===== src/design/sid_pkg.sv =====
// shared constants and carrier types of the status indicator driver
package sid_pkg;

    ////////////////////////////////////////////////////////////////////////////
    // widths and counts
    localparam int ADDR_W   = 16;
    localparam int DATA_W   = 16;
    localparam int NUM_SRC  = 48;
    localparam int NUM_IND  = 3;
    localparam int NUM_BLK  = 4;
    localparam int BLINK_W  = 4;
    localparam int DIV_W    = 24;
    localparam int DIVH_W   = 8;
    localparam int MASK_W   = 16;
    localparam int EXT_LSB  = 32;
    localparam int STR_W    = BLINK_W + 1;
    localparam int ACC_W    = 5;

    ////////////////////////////////////////////////////////////////////////////
    // register offsets
    localparam logic [ADDR_W-1:0] OFS_DIV_LO  = 16'ha82a;
    localparam logic [ADDR_W-1:0] OFS_DIV_HI  = 16'ha82b;
    localparam logic [ADDR_W-1:0] OFS_CTRL    = 16'ha83b;
    localparam logic [ADDR_W-1:0] OFS_STRETCH = 16'ha8ec;
    // blink registers, index 0 belongs to indicator 2, 1..3 to indicators 3..5
    localparam logic [ADDR_W-1:0] OFS_BLINK [NUM_BLK] =
        '{16'ha831, 16'ha834, 16'ha837, 16'ha83a};
    // per channel, index 0..2 is indicator 3..5
    localparam logic [ADDR_W-1:0] OFS_MASK_LO [NUM_IND]  = '{16'ha832, 16'ha835, 16'ha838};
    localparam logic [ADDR_W-1:0] OFS_MASK_EXT [NUM_IND] = '{16'ha8f1, 16'ha8f2, 16'ha8f3};

    ////////////////////////////////////////////////////////////////////////////
    // field positions
    localparam int CTRL_OE_BIT [NUM_IND]   = '{8, 11, 14};
    localparam int CTRL_FSEL_LSB [NUM_IND] = '{6, 9, 12};
    localparam int STRETCH_BIT [NUM_IND]   = '{7, 8, 9};

    ////////////////////////////////////////////////////////////////////////////
    // reset values
    localparam logic [MASK_W-1:0]  RST_MASK   = 16'h0000;
    localparam logic [BLINK_W-1:0] RST_BLINK  = 4'h4;
    localparam logic [DATA_W-1:0]  RST_DIV_LO = 16'hffff;
    localparam logic [DIVH_W-1:0]  RST_DIV_HI = 8'hff;
    localparam logic [DATA_W-1:0]  RST_CTRL   = 16'h4924;
    localparam logic [DATA_W-1:0]  RST_STR    = 16'h0000;

    ////////////////////////////////////////////////////////////////////////////
    // function select codes
    localparam logic [1:0] FSEL_OFF    = 2'h0;
    localparam logic [1:0] FSEL_BLINK  = 2'h1;
    localparam logic [1:0] FSEL_STEADY = 2'h2;
    localparam logic [1:0] FSEL_OD     = 2'h3;

    ////////////////////////////////////////////////////////////////////////////
    // timing: reference period and core clock period in ns
    localparam int REF_PERIOD_NS = 10;
    localparam int CLK_PERIOD_NS = 4;
    localparam logic [ACC_W-1:0] ACC_STEP = ACC_W'(CLK_PERIOD_NS);
    localparam logic [ACC_W-1:0] ACC_WRAP = ACC_W'(REF_PERIOD_NS);

    ////////////////////////////////////////////////////////////////////////////
    // carrier of one channel's configuration
    typedef struct packed {
        logic [MASK_W-1:0]  mask_lo;
        logic [MASK_W-1:0]  mask_ext;
        logic [BLINK_W-1:0] blink;
        logic [1:0]         fsel;
        logic               drive_dis;
        logic               stretch;
    } sid_cfg_s;

endpackage


===== src/design/sid_top.sv =====
// status indicator driver top: management registers and three channels
`timescale 1ns/1ps
`default_nettype none
// Function
// - low enable bits admit sources 15..0, reset zero
// - extension enable bits admit sources 47..32, reset zero
// - blink count sets on/off ticks, resets four
// - tick period is (divider+1) times 10 ns
// - upper divider byte writable, resets all ones
// - lower divider word writable, resets all ones
// - upper divider register bits 15:8 read zero
// - active-high drive disable per indicator, resets one
// - function select: off, blink, steady, open drain
// - steady mode on while combined sources active
// - stretch enable lengthens short source pulses
module sid_top (
    // clock, reset and enable
    input  wire logic                        CORE_CLK_IN,
    input  wire logic                        RST_N_IN,
    input  wire logic                        CE_IN,
    // management register port
    input  wire logic [sid_pkg::ADDR_W-1:0]  MGMT_ADDR_IN,
    input  wire logic                        MGMT_WR_IN,
    input  wire logic                        MGMT_RD_IN,
    input  wire logic [sid_pkg::DATA_W-1:0]  MGMT_WDATA_IN,
    output logic      [sid_pkg::DATA_W-1:0]  MGMT_RDATA_OUT,
    output logic                             MGMT_RVALID_OUT,
    // source pool
    input  wire logic [sid_pkg::NUM_SRC-1:0] SRC_IN,
    // indicator pins 3..5
    output logic      [sid_pkg::NUM_IND-1:0] IND_PIN_OUT,
    output logic      [sid_pkg::NUM_IND-1:0] IND_PIN_OE_OUT
);
    import sid_pkg::*;

    logic [MASK_W-1:0]  mask_lo_q  [NUM_IND];
    logic [MASK_W-1:0]  mask_ext_q [NUM_IND];
    logic [BLINK_W-1:0] blink_q    [NUM_BLK];
    logic [DATA_W-1:0]  div_lo_q;
    logic [DIVH_W-1:0]  div_hi_q;
    logic [DATA_W-1:0]  ctrl_q;
    logic [DATA_W-1:0]  str_q;
    logic [DIV_W-1:0]   div_w;
    logic               tick_w;
    logic               wr_w;
    logic [NUM_IND-1:0] sel_lo;
    logic [NUM_IND-1:0] sel_ext;
    logic [NUM_BLK-1:0] sel_blk;
    logic               sel_div_lo;
    logic               sel_div_hi;
    logic               sel_ctrl;
    logic               sel_str;
    logic [DATA_W-1:0]  rd_d;
    sid_cfg_s           cfg_w [NUM_IND];

    ////////////////////////////////////////////////////////////////////////////
    // address decode
    assign wr_w       = CE_IN & MGMT_WR_IN;
    assign sel_div_lo = MGMT_ADDR_IN == OFS_DIV_LO;
    assign sel_div_hi = MGMT_ADDR_IN == OFS_DIV_HI;
    assign sel_ctrl   = MGMT_ADDR_IN == OFS_CTRL;
    assign sel_str    = MGMT_ADDR_IN == OFS_STRETCH;

    ////////////////////////////////////////////////////////////////////////////
    // shared registers
    always_ff @(posedge CORE_CLK_IN) begin
        if (!RST_N_IN) begin
            div_lo_q <= RST_DIV_LO;
            div_hi_q <= RST_DIV_HI;
            ctrl_q   <= RST_CTRL;
            str_q    <= RST_STR;
        end else if (wr_w) begin
            if (sel_div_lo) div_lo_q <= MGMT_WDATA_IN;
            // bits 15:8 of the written word are dropped
            if (sel_div_hi) div_hi_q <= MGMT_WDATA_IN[DIVH_W-1:0];
            if (sel_ctrl) ctrl_q <= MGMT_WDATA_IN;
            if (sel_str) str_q <= MGMT_WDATA_IN;
        end
    end

    assign div_w = {div_hi_q, div_lo_q};

    ////////////////////////////////////////////////////////////////////////////
    // blink registers; the reserved 15:4 are not kept and read zero
    for (genvar j = 0; j < NUM_BLK; j++) begin : g_blk
        assign sel_blk[j] = MGMT_ADDR_IN == OFS_BLINK[j];
        always_ff @(posedge CORE_CLK_IN) begin
            if (!RST_N_IN) begin
                blink_q[j] <= RST_BLINK;
            end else if (wr_w && sel_blk[j]) begin
                blink_q[j] <= MGMT_WDATA_IN[BLINK_W-1:0];
            end
        end
    end

    ////////////////////////////////////////////////////////////////////////////
    // per channel registers and channels
    for (genvar i = 0; i < NUM_IND; i++) begin : g_ind
        assign sel_lo[i]  = MGMT_ADDR_IN == OFS_MASK_LO[i];
        assign sel_ext[i] = MGMT_ADDR_IN == OFS_MASK_EXT[i];

        always_ff @(posedge CORE_CLK_IN) begin
            if (!RST_N_IN) begin
                mask_lo_q[i]  <= RST_MASK;
                mask_ext_q[i] <= RST_MASK;
            end else if (wr_w) begin
                if (sel_lo[i]) mask_lo_q[i] <= MGMT_WDATA_IN;
                if (sel_ext[i]) mask_ext_q[i] <= MGMT_WDATA_IN;
            end
        end

        assign cfg_w[i].mask_lo   = mask_lo_q[i];
        assign cfg_w[i].mask_ext  = mask_ext_q[i];
        assign cfg_w[i].blink     = blink_q[i+1];
        assign cfg_w[i].fsel      = ctrl_q[CTRL_FSEL_LSB[i] +: 2];
        assign cfg_w[i].drive_dis = ctrl_q[CTRL_OE_BIT[i]];
        assign cfg_w[i].stretch   = str_q[STRETCH_BIT[i]];

        sid_chan u_chan (
            .clk_in     (CORE_CLK_IN),
            .rst_n_in   (RST_N_IN),
            .ce_in      (CE_IN),
            .tick_in    (tick_w),
            .src_in     (SRC_IN),
            .cfg_in     (cfg_w[i]),
            .pin_out    (IND_PIN_OUT[i]),
            .pin_oe_out (IND_PIN_OE_OUT[i])
        );
    end

    sid_tick u_tick (
        .clk_in   (CORE_CLK_IN),
        .rst_n_in (RST_N_IN),
        .ce_in    (CE_IN),
        .div_in   (div_w),
        .tick_out (tick_w)
    );

    ////////////////////////////////////////////////////////////////////////////
    // read mux; offsets are distinct so the terms never overlap
    always_comb begin
        rd_d = '0;
        if (sel_div_lo) rd_d = rd_d | div_lo_q;
        if (sel_div_hi) rd_d = rd_d | DATA_W'(div_hi_q);
        if (sel_ctrl) rd_d = rd_d | ctrl_q;
        if (sel_str) rd_d = rd_d | str_q;
        for (int j = 0; j < NUM_BLK; j++) begin
            if (sel_blk[j]) rd_d = rd_d | DATA_W'(blink_q[j]);
        end
        for (int i = 0; i < NUM_IND; i++) begin
            if (sel_lo[i]) rd_d = rd_d | mask_lo_q[i];
            if (sel_ext[i]) rd_d = rd_d | mask_ext_q[i];
        end
    end

    always_ff @(posedge CORE_CLK_IN) begin
        if (!RST_N_IN) begin
            MGMT_RDATA_OUT  <= '0;
            MGMT_RVALID_OUT <= 1'b0;
        end else if (CE_IN) begin
            MGMT_RVALID_OUT <= MGMT_RD_IN;
            if (MGMT_RD_IN) MGMT_RDATA_OUT <= rd_d;
        end
    end
endmodule
`default_nettype wire


===== src/design/sid_tick.sv =====
// slow tick generator: 10 ns reference derived from the core clock, then divided
`timescale 1ns/1ps
`default_nettype none
module sid_tick (
    // clock, reset and enable
    input  wire logic                    clk_in,
    input  wire logic                    rst_n_in,
    input  wire logic                    ce_in,
    // divider value
    input  wire logic [sid_pkg::DIV_W-1:0] div_in,
    // tick pulse
    output logic                         tick_out
);
    import sid_pkg::*;

    logic [ACC_W-1:0] acc_q;
    logic [ACC_W-1:0] acc_d;
    logic [ACC_W-1:0] acc_sum;
    logic             ref_w;
    logic [DIV_W-1:0] cnt_q;
    logic [DIV_W-1:0] cnt_d;

    ////////////////////////////////////////////////////////////////////////////
    // fractional accumulator: 10 ns is not a whole number of 4 ns cycles,
    // so reference pulses come 2 or 3 cycles apart but average exactly 10 ns
    assign acc_sum  = acc_q + ACC_STEP;
    assign ref_w    = ce_in & (acc_sum >= ACC_WRAP);
    assign acc_d    = ref_w ? acc_sum - ACC_WRAP : acc_sum;
    // period is (div + 1) reference periods; >= keeps a lowered divider safe
    assign tick_out = ref_w & (cnt_q >= div_in);
    assign cnt_d    = tick_out ? '0 : (ref_w ? cnt_q + 1'b1 : cnt_q);

    always_ff @(posedge clk_in) begin
        if (!rst_n_in) begin
            acc_q <= '0;
            cnt_q <= '0;
        end else if (ce_in) begin
            acc_q <= acc_d;
            cnt_q <= cnt_d;
        end
    end
endmodule
`default_nettype wire


===== src/design/sid_chan.sv =====
// one indicator channel: source combine, stretch, blink and pin drive
`timescale 1ns/1ps
`default_nettype none
module sid_chan (
    // clock, reset and enable
    input  wire logic                      clk_in,
    input  wire logic                      rst_n_in,
    input  wire logic                      ce_in,
    // slow tick and sources
    input  wire logic                      tick_in,
    input  wire logic [sid_pkg::NUM_SRC-1:0] src_in,
    // configuration
    input  wire sid_pkg::sid_cfg_s         cfg_in,
    // pin
    output logic                           pin_out,
    output logic                           pin_oe_out
);
    import sid_pkg::*;

    logic               hit_lo;
    logic               hit_ext;
    logic               raw_w;
    logic               active_w;
    logic               on_w;
    logic               wrap_w;
    logic [BLINK_W-1:0] blink_w;
    logic [STR_W-1:0]   str_q;
    logic [STR_W-1:0]   str_d;
    logic [BLINK_W-1:0] ph_q;
    logic [BLINK_W-1:0] ph_d;
    logic               off_q;
    logic               off_d;
    logic               pin_d;
    logic               oe_d;

    ////////////////////////////////////////////////////////////////////////////
    // sources 31..16 have no enable here and never reach the pin
    assign hit_lo   = |(src_in[MASK_W-1:0] & cfg_in.mask_lo);
    assign hit_ext  = |(src_in[EXT_LSB +: MASK_W] & cfg_in.mask_ext);
    assign raw_w    = hit_lo | hit_ext;
    assign blink_w  = cfg_in.blink;

    // stretch holds a short pulse for one full on+off blink cycle
    assign str_d    = raw_w ? {blink_w, 1'b0}
                    : ((tick_in && str_q != '0) ? str_q - 1'b1 : str_q);
    assign active_w = raw_w | (cfg_in.stretch & (str_q != '0));

    // blink counter; a count of 0 behaves like 1
    assign wrap_w   = ({1'b0, ph_q} + 5'h01) >= {1'b0, blink_w};
    assign ph_d     = !active_w ? '0 : (tick_in ? (wrap_w ? '0 : ph_q + 1'b1) : ph_q);
    assign off_d    = !active_w ? 1'b0 : ((tick_in && wrap_w) ? !off_q : off_q);

    assign on_w     = (cfg_in.fsel == FSEL_BLINK)  ? (active_w & !off_q)
                    : (cfg_in.fsel == FSEL_STEADY) ? active_w
                    : (cfg_in.fsel == FSEL_OD)     ? active_w
                    : 1'b0;
    // open drain only pulls low, and only while on
    assign pin_d    = (cfg_in.fsel == FSEL_OD) ? 1'b0 : on_w;
    assign oe_d     = !cfg_in.drive_dis & ((cfg_in.fsel != FSEL_OD) | on_w);

    always_ff @(posedge clk_in) begin
        if (!rst_n_in) begin
            str_q      <= '0;
            ph_q       <= '0;
            off_q      <= 1'b0;
            pin_out    <= 1'b0;
            pin_oe_out <= 1'b0;
        end else if (ce_in) begin
            str_q      <= str_d;
            ph_q       <= ph_d;
            off_q      <= off_d;
            pin_out    <= pin_d;
            pin_oe_out <= oe_d;
        end
    end
endmodule
`default_nettype wire


===== config.mk =====
export PLATFORM = sky130hd
export DESIGN_NAME = sid_top
export DESIGN_NICKNAME = d
export VERILOG_FILES = /design/src/design/sid_pkg.sv /design/src/design/sid_top.sv /design/src/design/sid_tick.sv /design/src/design/sid_chan.sv
export SDC_FILE = /design/constraint.sdc
export NUM_CORES = 1
export LEC_CHECK = 0
export BUFFER_PORTS_ARGS = -buffer_cell sky130_fd_sc_hd__buf_2
export CORE_MARGIN = 1.5
export CORE_UTILIZATION = 50
export CTS_CLUSTER_SIZE = 20
export DETAILED_ROUTE_END_ITERATION = 10
export GPL_ROUTABILITY_DRIVEN = 0
export PLACE_DENSITY = 0.68
export RECOVER_POWER = 100
export SYNTH_ARGS = -nofsm -noshare
export SYNTH_HDL_FRONTEND = slang
export SYNTH_HIERARCHICAL = 1
export SYNTH_SLANG_ARGS = --single-unit

===== constraint.sdc =====
create_clock -name CORE_CLK_IN -period 5.55 [get_ports CORE_CLK_IN]
set_input_delay 0.555 -clock CORE_CLK_IN [delete_from_list [all_inputs] [get_ports CORE_CLK_IN]]
set_output_delay 0.555 -clock CORE_CLK_IN [all_outputs]
set_load 0.02 [all_outputs]

==> Word level (Yosys, flattened, before mapping) <==
Memories as Yosys holds them, arrays and structs flattened.
Cells that the tools add are included.
{ "word_totals": {"n_memories": 3, "ff_bits": 138, "mem_bits_rw": 112} }
{ "mem_list": {"columns": ["name", "depth", "width", "rd", "rd_ports_with_merged_regs", "wr", "line", "text"], "rows": [
  ["mask_ext_q", 3, 16, 3, 0, 3, "sid_top.sv:37", "logic [MASK_W-1:0] mask_ext_q [NUM_IND];"],
  ["mask_lo_q", 3, 16, 3, 0, 3, "sid_top.sv:36", "logic [MASK_W-1:0] mask_lo_q [NUM_IND];"],
  ["blink_q", 4, 4, 4, 0, 4, "sid_top.sv:38", "logic [BLINK_W-1:0] blink_q [NUM_BLK];"]
]} }
{ "op_classes": {"bitwise": 50, "n_eq_ne": 32, "reduce_logical": 44, "mux": 97, "magnitude_cmp": 5, "add_sub_neg": 12} }
{ "ops": {"columns": ["cell", "n"], "rows": [
  ["$mux W16", 20],
  ["$eq A16 B16 Y1 const B", 14],
  ["$or A16 B16 Y16", 8],
  ["$and A16 B16 Y16", 6],
  ["$reduce_or A16 Y1", 6],
  ["$or A16 B4 Y16", 4],
  ["$mux W1", 55],
  ["$mux W4", 13],
  ["$mux W24", 2],
  ["$mux W5", 7],
  ["$reduce_and A2 Y1", 15],
  ["$add A24 B1 Y24 const B", 1],
  ["$ge A24 B24 Y1", 1],
  ["$or A1 B1 Y1", 19],
  ["$ne A2 B2 Y1 const B", 8],
  ["$or A16 B8 Y16", 1],
  ["$add A4 B1 Y5 const B", 3],
  ["$ge A5 B4 Y1", 3],
  ["$reduce_bool A5 Y1", 3],
  ["$sub A5 B1 Y5 const B", 3],
  ["$add A4 B1 Y4 const B", 3],
  ["$and A1 B1 Y1", 12],
  ["$eq A2 B2 Y1 const B", 6],
  ["$logic_and A1 B1 Y1", 10],
  ["7 further kinds", 17]
]} }

==> Logic depth before layout (Yosys ltp) <==
{ "depth": {"depth_word": 28, "mapped_depth": 14} }

==> Cells and area by module <==
Netlist, hierarchy kept.
{ "modules_own_cells": {"columns": ["mod", "n_inst", "area_each_um2", "cells_per_inst", "seq_area_each_um2"], "rows": [
  ["sid_top", 1, 8445.6, 768, 4824.6],
  ["sid_chan", 3, 1021.0, 130, 240.2],
  ["sid_tick", 1, 2189.6, 268, 560.5]
]} }

==> Worst setup path before layout <==
No wires, ideal clock.
{ "synth_path": {"path_kind": "input -> register", "from": "input port MGMT_ADDR_IN[9] in the netlist's numbering", "to": "memory mask_ext_q[0][0] (enable)", "n_path_buf": 1, "path_stages": 4, "setup_slack_ns": 2.132, "required_time_ns": 5.139, "t_arrival_ns": 3.007, "path_cell_list": "or4b_1 buf_6 or4_4 o21ai_0"} }
{ "synth_rtl": {"columns": ["element", "line", "text"], "rows": [
  ["from (decl)", "sid_top.sv:22", "input wire logic [sid_pkg::ADDR_W-1:0] MGMT_ADDR_IN,"],
  ["to (decl)", "sid_top.sv:37", null]
]} }

==> Worst setup path in the final report <==
{ "layout_path": {"from": "input port CE_IN", "to": "register div_lo_q[3]"} }
{ "layout_between": {"elab_chain_len": 2} }
{ "layout_rtl": {"columns": ["element", "line", "text"], "rows": [
  ["from (decl)", "sid_top.sv:20", "input wire logic CE_IN,"],
  ["$and A1 B1 Y1", "sid_top.sv:58", "assign wr_w = CE_IN & MGMT_WR_IN;"],
  ["$reduce_and A2 Y1 (no line)", null, null],
  ["to (signal assigned)", "sid_top.sv:68", "div_lo_q <= RST_DIV_LO;"],
  ["to (signal assigned)", "sid_top.sv:73", "if (sel_div_lo) div_lo_q <= MGMT_WDATA_IN;"],
  ["to (decl)", "sid_top.sv:39", "logic [DATA_W-1:0] div_lo_q;"]
]} }
No other way between the ends.
A chain may end at the register's enable or synchronous reset.

==> results.sh <==
export IMPL_cts_repair_timing_setup_buffer_count=0
export IMPL_ys_top_cells_by_count="sky130_fd_sc_hd__nand2_1, sky130_fd_sc_hd__dfxtp_1, sky130_fd_sc_hd__edfxtp_1, sky130_fd_sc_hd__and3_1, sky130_fd_sc_hd__a22oi_1"
export IMPL_seqPwrFrac_pct=49.6
export IMPL_fin_area_mm2=0.01492
export IMPL_netSwitchingPower_mw=1.083
export IMPL_transition_at_the_pin_with_the_smallest_max_transition_slack_ns=2.805
export IMPL_clockPowerShare_pct=41.3
export IMPL_first_drt_pass_iteration_count=6
export IMPL_timing_setup_tns_ns=0
export IMPL_ys_warnings_count=6
export IMPL_relSlewSlack_pct=-88.72
export IMPL_num_rows=60
export IMPL_numCtsBuffers=28
export IMPL_sw_frac_of_total_pct=26.21
export IMPL_post_synth_top_area_cell="sky130_fd_sc_hd__edfxtp_1"
export IMPL_synth_area_leaders="sky130_fd_sc_hd__edfxtp_1, sky130_fd_sc_hd__dfxtp_1, sky130_fd_sc_hd__nand2_1"
export IMPL_synth_lib_cells_used_distinct=87
export IMPL_drt_iter0_drc=1642
export IMPL_fraction_of_the_cycle_the_final_worst_path_needs_pct=81.50
export IMPL_cap_viol_max_count=3
export IMPL_drtAntennaViolNets=0
export IMPL_power_mw=4.131
export IMPL_slew_viol_final=59
export IMPL_crit_path_start_kind="primary input"
export IMPL_via_per_inst=6.581
export IMPL_ys_seq_area_share_pct=44.57
export IMPL_hold_path_startpoint="MGMT_WDATA_IN[6]"
export IMPL_grt_first_pass_wirelength_um=66270
export IMPL_async_reset_ff_share_pct=0
export IMPL_clk_latency_ns=0.56
export IMPL_via_count=12056
export IMPL_dpl_worst_slack_ns=1.794
export IMPL_root_buffer="sky130_fd_sc_hd__clkbuf_16"
export IMPL_nets=1606
export IMPL_syn_inst=1426
export IMPL_place_hpwl_um=30200
export IMPL_syn2layout_area_growth_pct=8.933
export IMPL_cts_max_level=1
export IMPL_initial_core_util_pct=50.83
export IMPL_grtUsageTotal_pct=30.37
export IMPL_grt_pass1_vias=11368
export IMPL_port_buffers=91
export IMPL_comb_power_share_pct=9.2
export IMPL_clk_pin_slew_worst_paths_ns=0.06
export IMPL_grt_start_max_net_pins=84
export IMPL_fin_ws_ns=1.027
export IMPL_avgSynthCellArea_um2=9.606
export IMPL_p_per_area_mw_per_mm2=276.9
export IMPL_critical_path_reg2reg_endpoint="g_ind[0].u_chan/ph_q[1]$_SDFFE_PN0P_"
export IMPL_drc=0
export IMPL_core_region_area_mm2=0.02695
export IMPL_static_leakage_power_nw=6.028
export IMPL_finalHoldViolations=0
export IMPL_antenna_found_initial=2
export IMPL_worst_clock_skew_ns=0.02796
export IMPL_reg2reg_setup_slack_ns=1.26
export IMPL_r2r_worst_path_cells=9
export IMPL_boundaryPins=108
export IMPL_drive_above_1_share_pct=11.21
export IMPL_hold_fix_buffers_cts=0
export IMPL_number_of_register_bits_inferred_by_synthesis=249
export IMPL_max_vdd_ir_drop_mv=0.2171
export IMPL_reg2reg_from="div_hi_q[3]$_SDFFE_PN1P_"
export IMPL_crit_arrival_ns=4.99
export IMPL_cp_data_required_time_ns=6.02
export IMPL_critPathMaxFanout=30
export IMPL_crit_type="in2reg"
export IMPL_fp_dieW_um=168.5
export IMPL_status="finished, violations left"
export IMPL_cellInternalPower_mw=3.049
export IMPL_post_synth_top_count_cell="sky130_fd_sc_hd__nand2_1"
export IMPL_placed_area_mm2=0.01424
export IMPL_die_height_um=168.5
export IMPL_cts_tree="yes"
export IMPL_hold_path_class="in2reg"
export IMPL_synth_area_mm2=0.01370
export IMPL_failed_checks="max-capacitance violations, max-slew violations"
export IMPL_cts_resized_gates=0
export IMPL_synth_edf_count=112
export IMPL_hold_path_end="str_q[6]$_SDFFE_PN0P_"
export IMPL_worstSetupEndpointType="flop"
export IMPL_synth_top_area_share_pct=24.55
export IMPL_wl_final_um=44180
export IMPL_grt_overflow_total=0
export IMPL_syn_nets=1562
export IMPL_holdPathStages=3
export IMPL_fmax_mhz=221.1
export IMPL_clock_path_buffers=3
export IMPL_final_setup_viol_count=0
export IMPL_die_area_mm2=0.02840
export IMPL_synth_main_ff_cell="sky130_fd_sc_hd__dfxtp_1"
export IMPL_routed_wire_length_per_instance_um=24.11
export IMPL_fin_worst_hold_slack_ns=0.3375
export IMPL_rsz0062_at_grt="false"
export IMPL_period_needed_ns=4.523
export IMPL_cts_sinks=249
==> state kept, by name (all words and copies together) (netlist names), 16 cells and up <==
name	cells
blink_q	16
mask_lo_q	48
MGMT_RDATA_OUT	16
mask_ext_q	48
div_lo_q	16
u_tick/cnt_q	24
ctrl_q	16
str_q	16
==> power by group through the flow <==
stage / sequential [mW] / combinational, mW / clock, mW
3_3_place_gp: 2.08 / 0.370 / 0
4_1_cts: 2.04 / 0.378 / 1.71
5_1_grt: 2.05 / 0.408 / 1.78
6_report: 2.05 / 0.379 / 1.71
2_1_floorplan: 2.06 / 0.246 / 0
3_5_place_dp: 2.08 / 0.377 / 0
==> placed cells by master, fill, tap and decap left out, types with 39 or more instances in the layout <==
cell type / instances
sky130_fd_sc_hd__a22oi_1: 98
sky130_fd_sc_hd__and3_1: 99
sky130_fd_sc_hd__buf_2: 66
sky130_fd_sc_hd__clkbuf_1: 41
sky130_fd_sc_hd__dfxtp_1: 137
sky130_fd_sc_hd__edfxtp_1: 112
sky130_fd_sc_hd__ha_1: 51
sky130_fd_sc_hd__inv_1: 50
sky130_fd_sc_hd__nand2_1: 200
sky130_fd_sc_hd__nand3_1: 66
sky130_fd_sc_hd__nor2_1: 56
sky130_fd_sc_hd__o21ai_0: 39
==> through the flow <==
step / utilization [%] / std cells
floorplan: - / 1426
global placement: 52.85 / 1781
detailed placement: 52.85 / 1781
CTS: 55.85 / 1831
global route: 55.37 / 1832
finish: 55.37 / 1832
==> cell families after synthesis <==
group / count (synthesis) / synth area share (%)
buffers and inverters: 147 / 4.850
muxes: 18 / 1.352
DFF: 249 / 44.57
and+or+nand+nor: 606 / 25.07
AOI/OAI and AO/OA: 333 / 18.09
xor gates and xnor gates: 22 / 1.407
adders and majority gates: 51 / 4.658
==> critical path, cell delays in order <==
cell and delay, ns:
sky130_fd_sc_hd__clkbuf_1 1.09, sky130_fd_sc_hd__nand2_1 0.62, sky130_fd_sc_hd__nor4_1 2.34, sky130_fd_sc_hd__nand2_1 0.19
sky130_fd_sc_hd__nand3_1 0.18
==> worst max path at each step <==
stage / startpoint / endpoint / slack [ns] / cells after the start
floorplan: MGMT_ADDR_IN[9] / mask_ext_q[0][0]$_SDFFCE_PN0P_ / 2.13 / 4
global placement: div_hi_q[3]$_SDFFE_PN1P_ / g_ind[1].u_chan/ph_q[1]$_SDFFE_PN0P_ / 1.81 / 9
detailed placement: div_hi_q[3]$_SDFFE_PN1P_ / g_ind[2].u_chan/ph_q[2]$_SDFFE_PN0P_ / 1.79 / 9
CTS: div_hi_q[3]$_SDFFE_PN1P_ / g_ind[2].u_chan/ph_q[1]$_SDFFE_PN0P_ / 1.76 / 9
global route: CE_IN / div_lo_q[11]$_SDFFE_PN1P_ / 0.77 / 5
finish: CE_IN / div_lo_q[3]$_SDFFE_PN1P_ / 1.03 / 5
==> metal layers <==
layer	track usage [%]	share of wire (%)	vias up
met5	0	0.029	-
met4	14.64	5.0	2
li1	-	-	5462
met1	40.97	41	5736
met3	5.705	10	136
met2	47.16	44	720
==> final cells by class <==
class	instances	area (um2)
antenna	1	2.502
clock buffer	42	763.2
clock inverter	8	47.55
fill	2422	12030
inverter	54	202.7
multi-input combinational	1030	6840
sequential	249	6106
tap	341	426.7
timing repair buffer	107	533.0
Note: power is estimated with default switching activity, not from simulation.
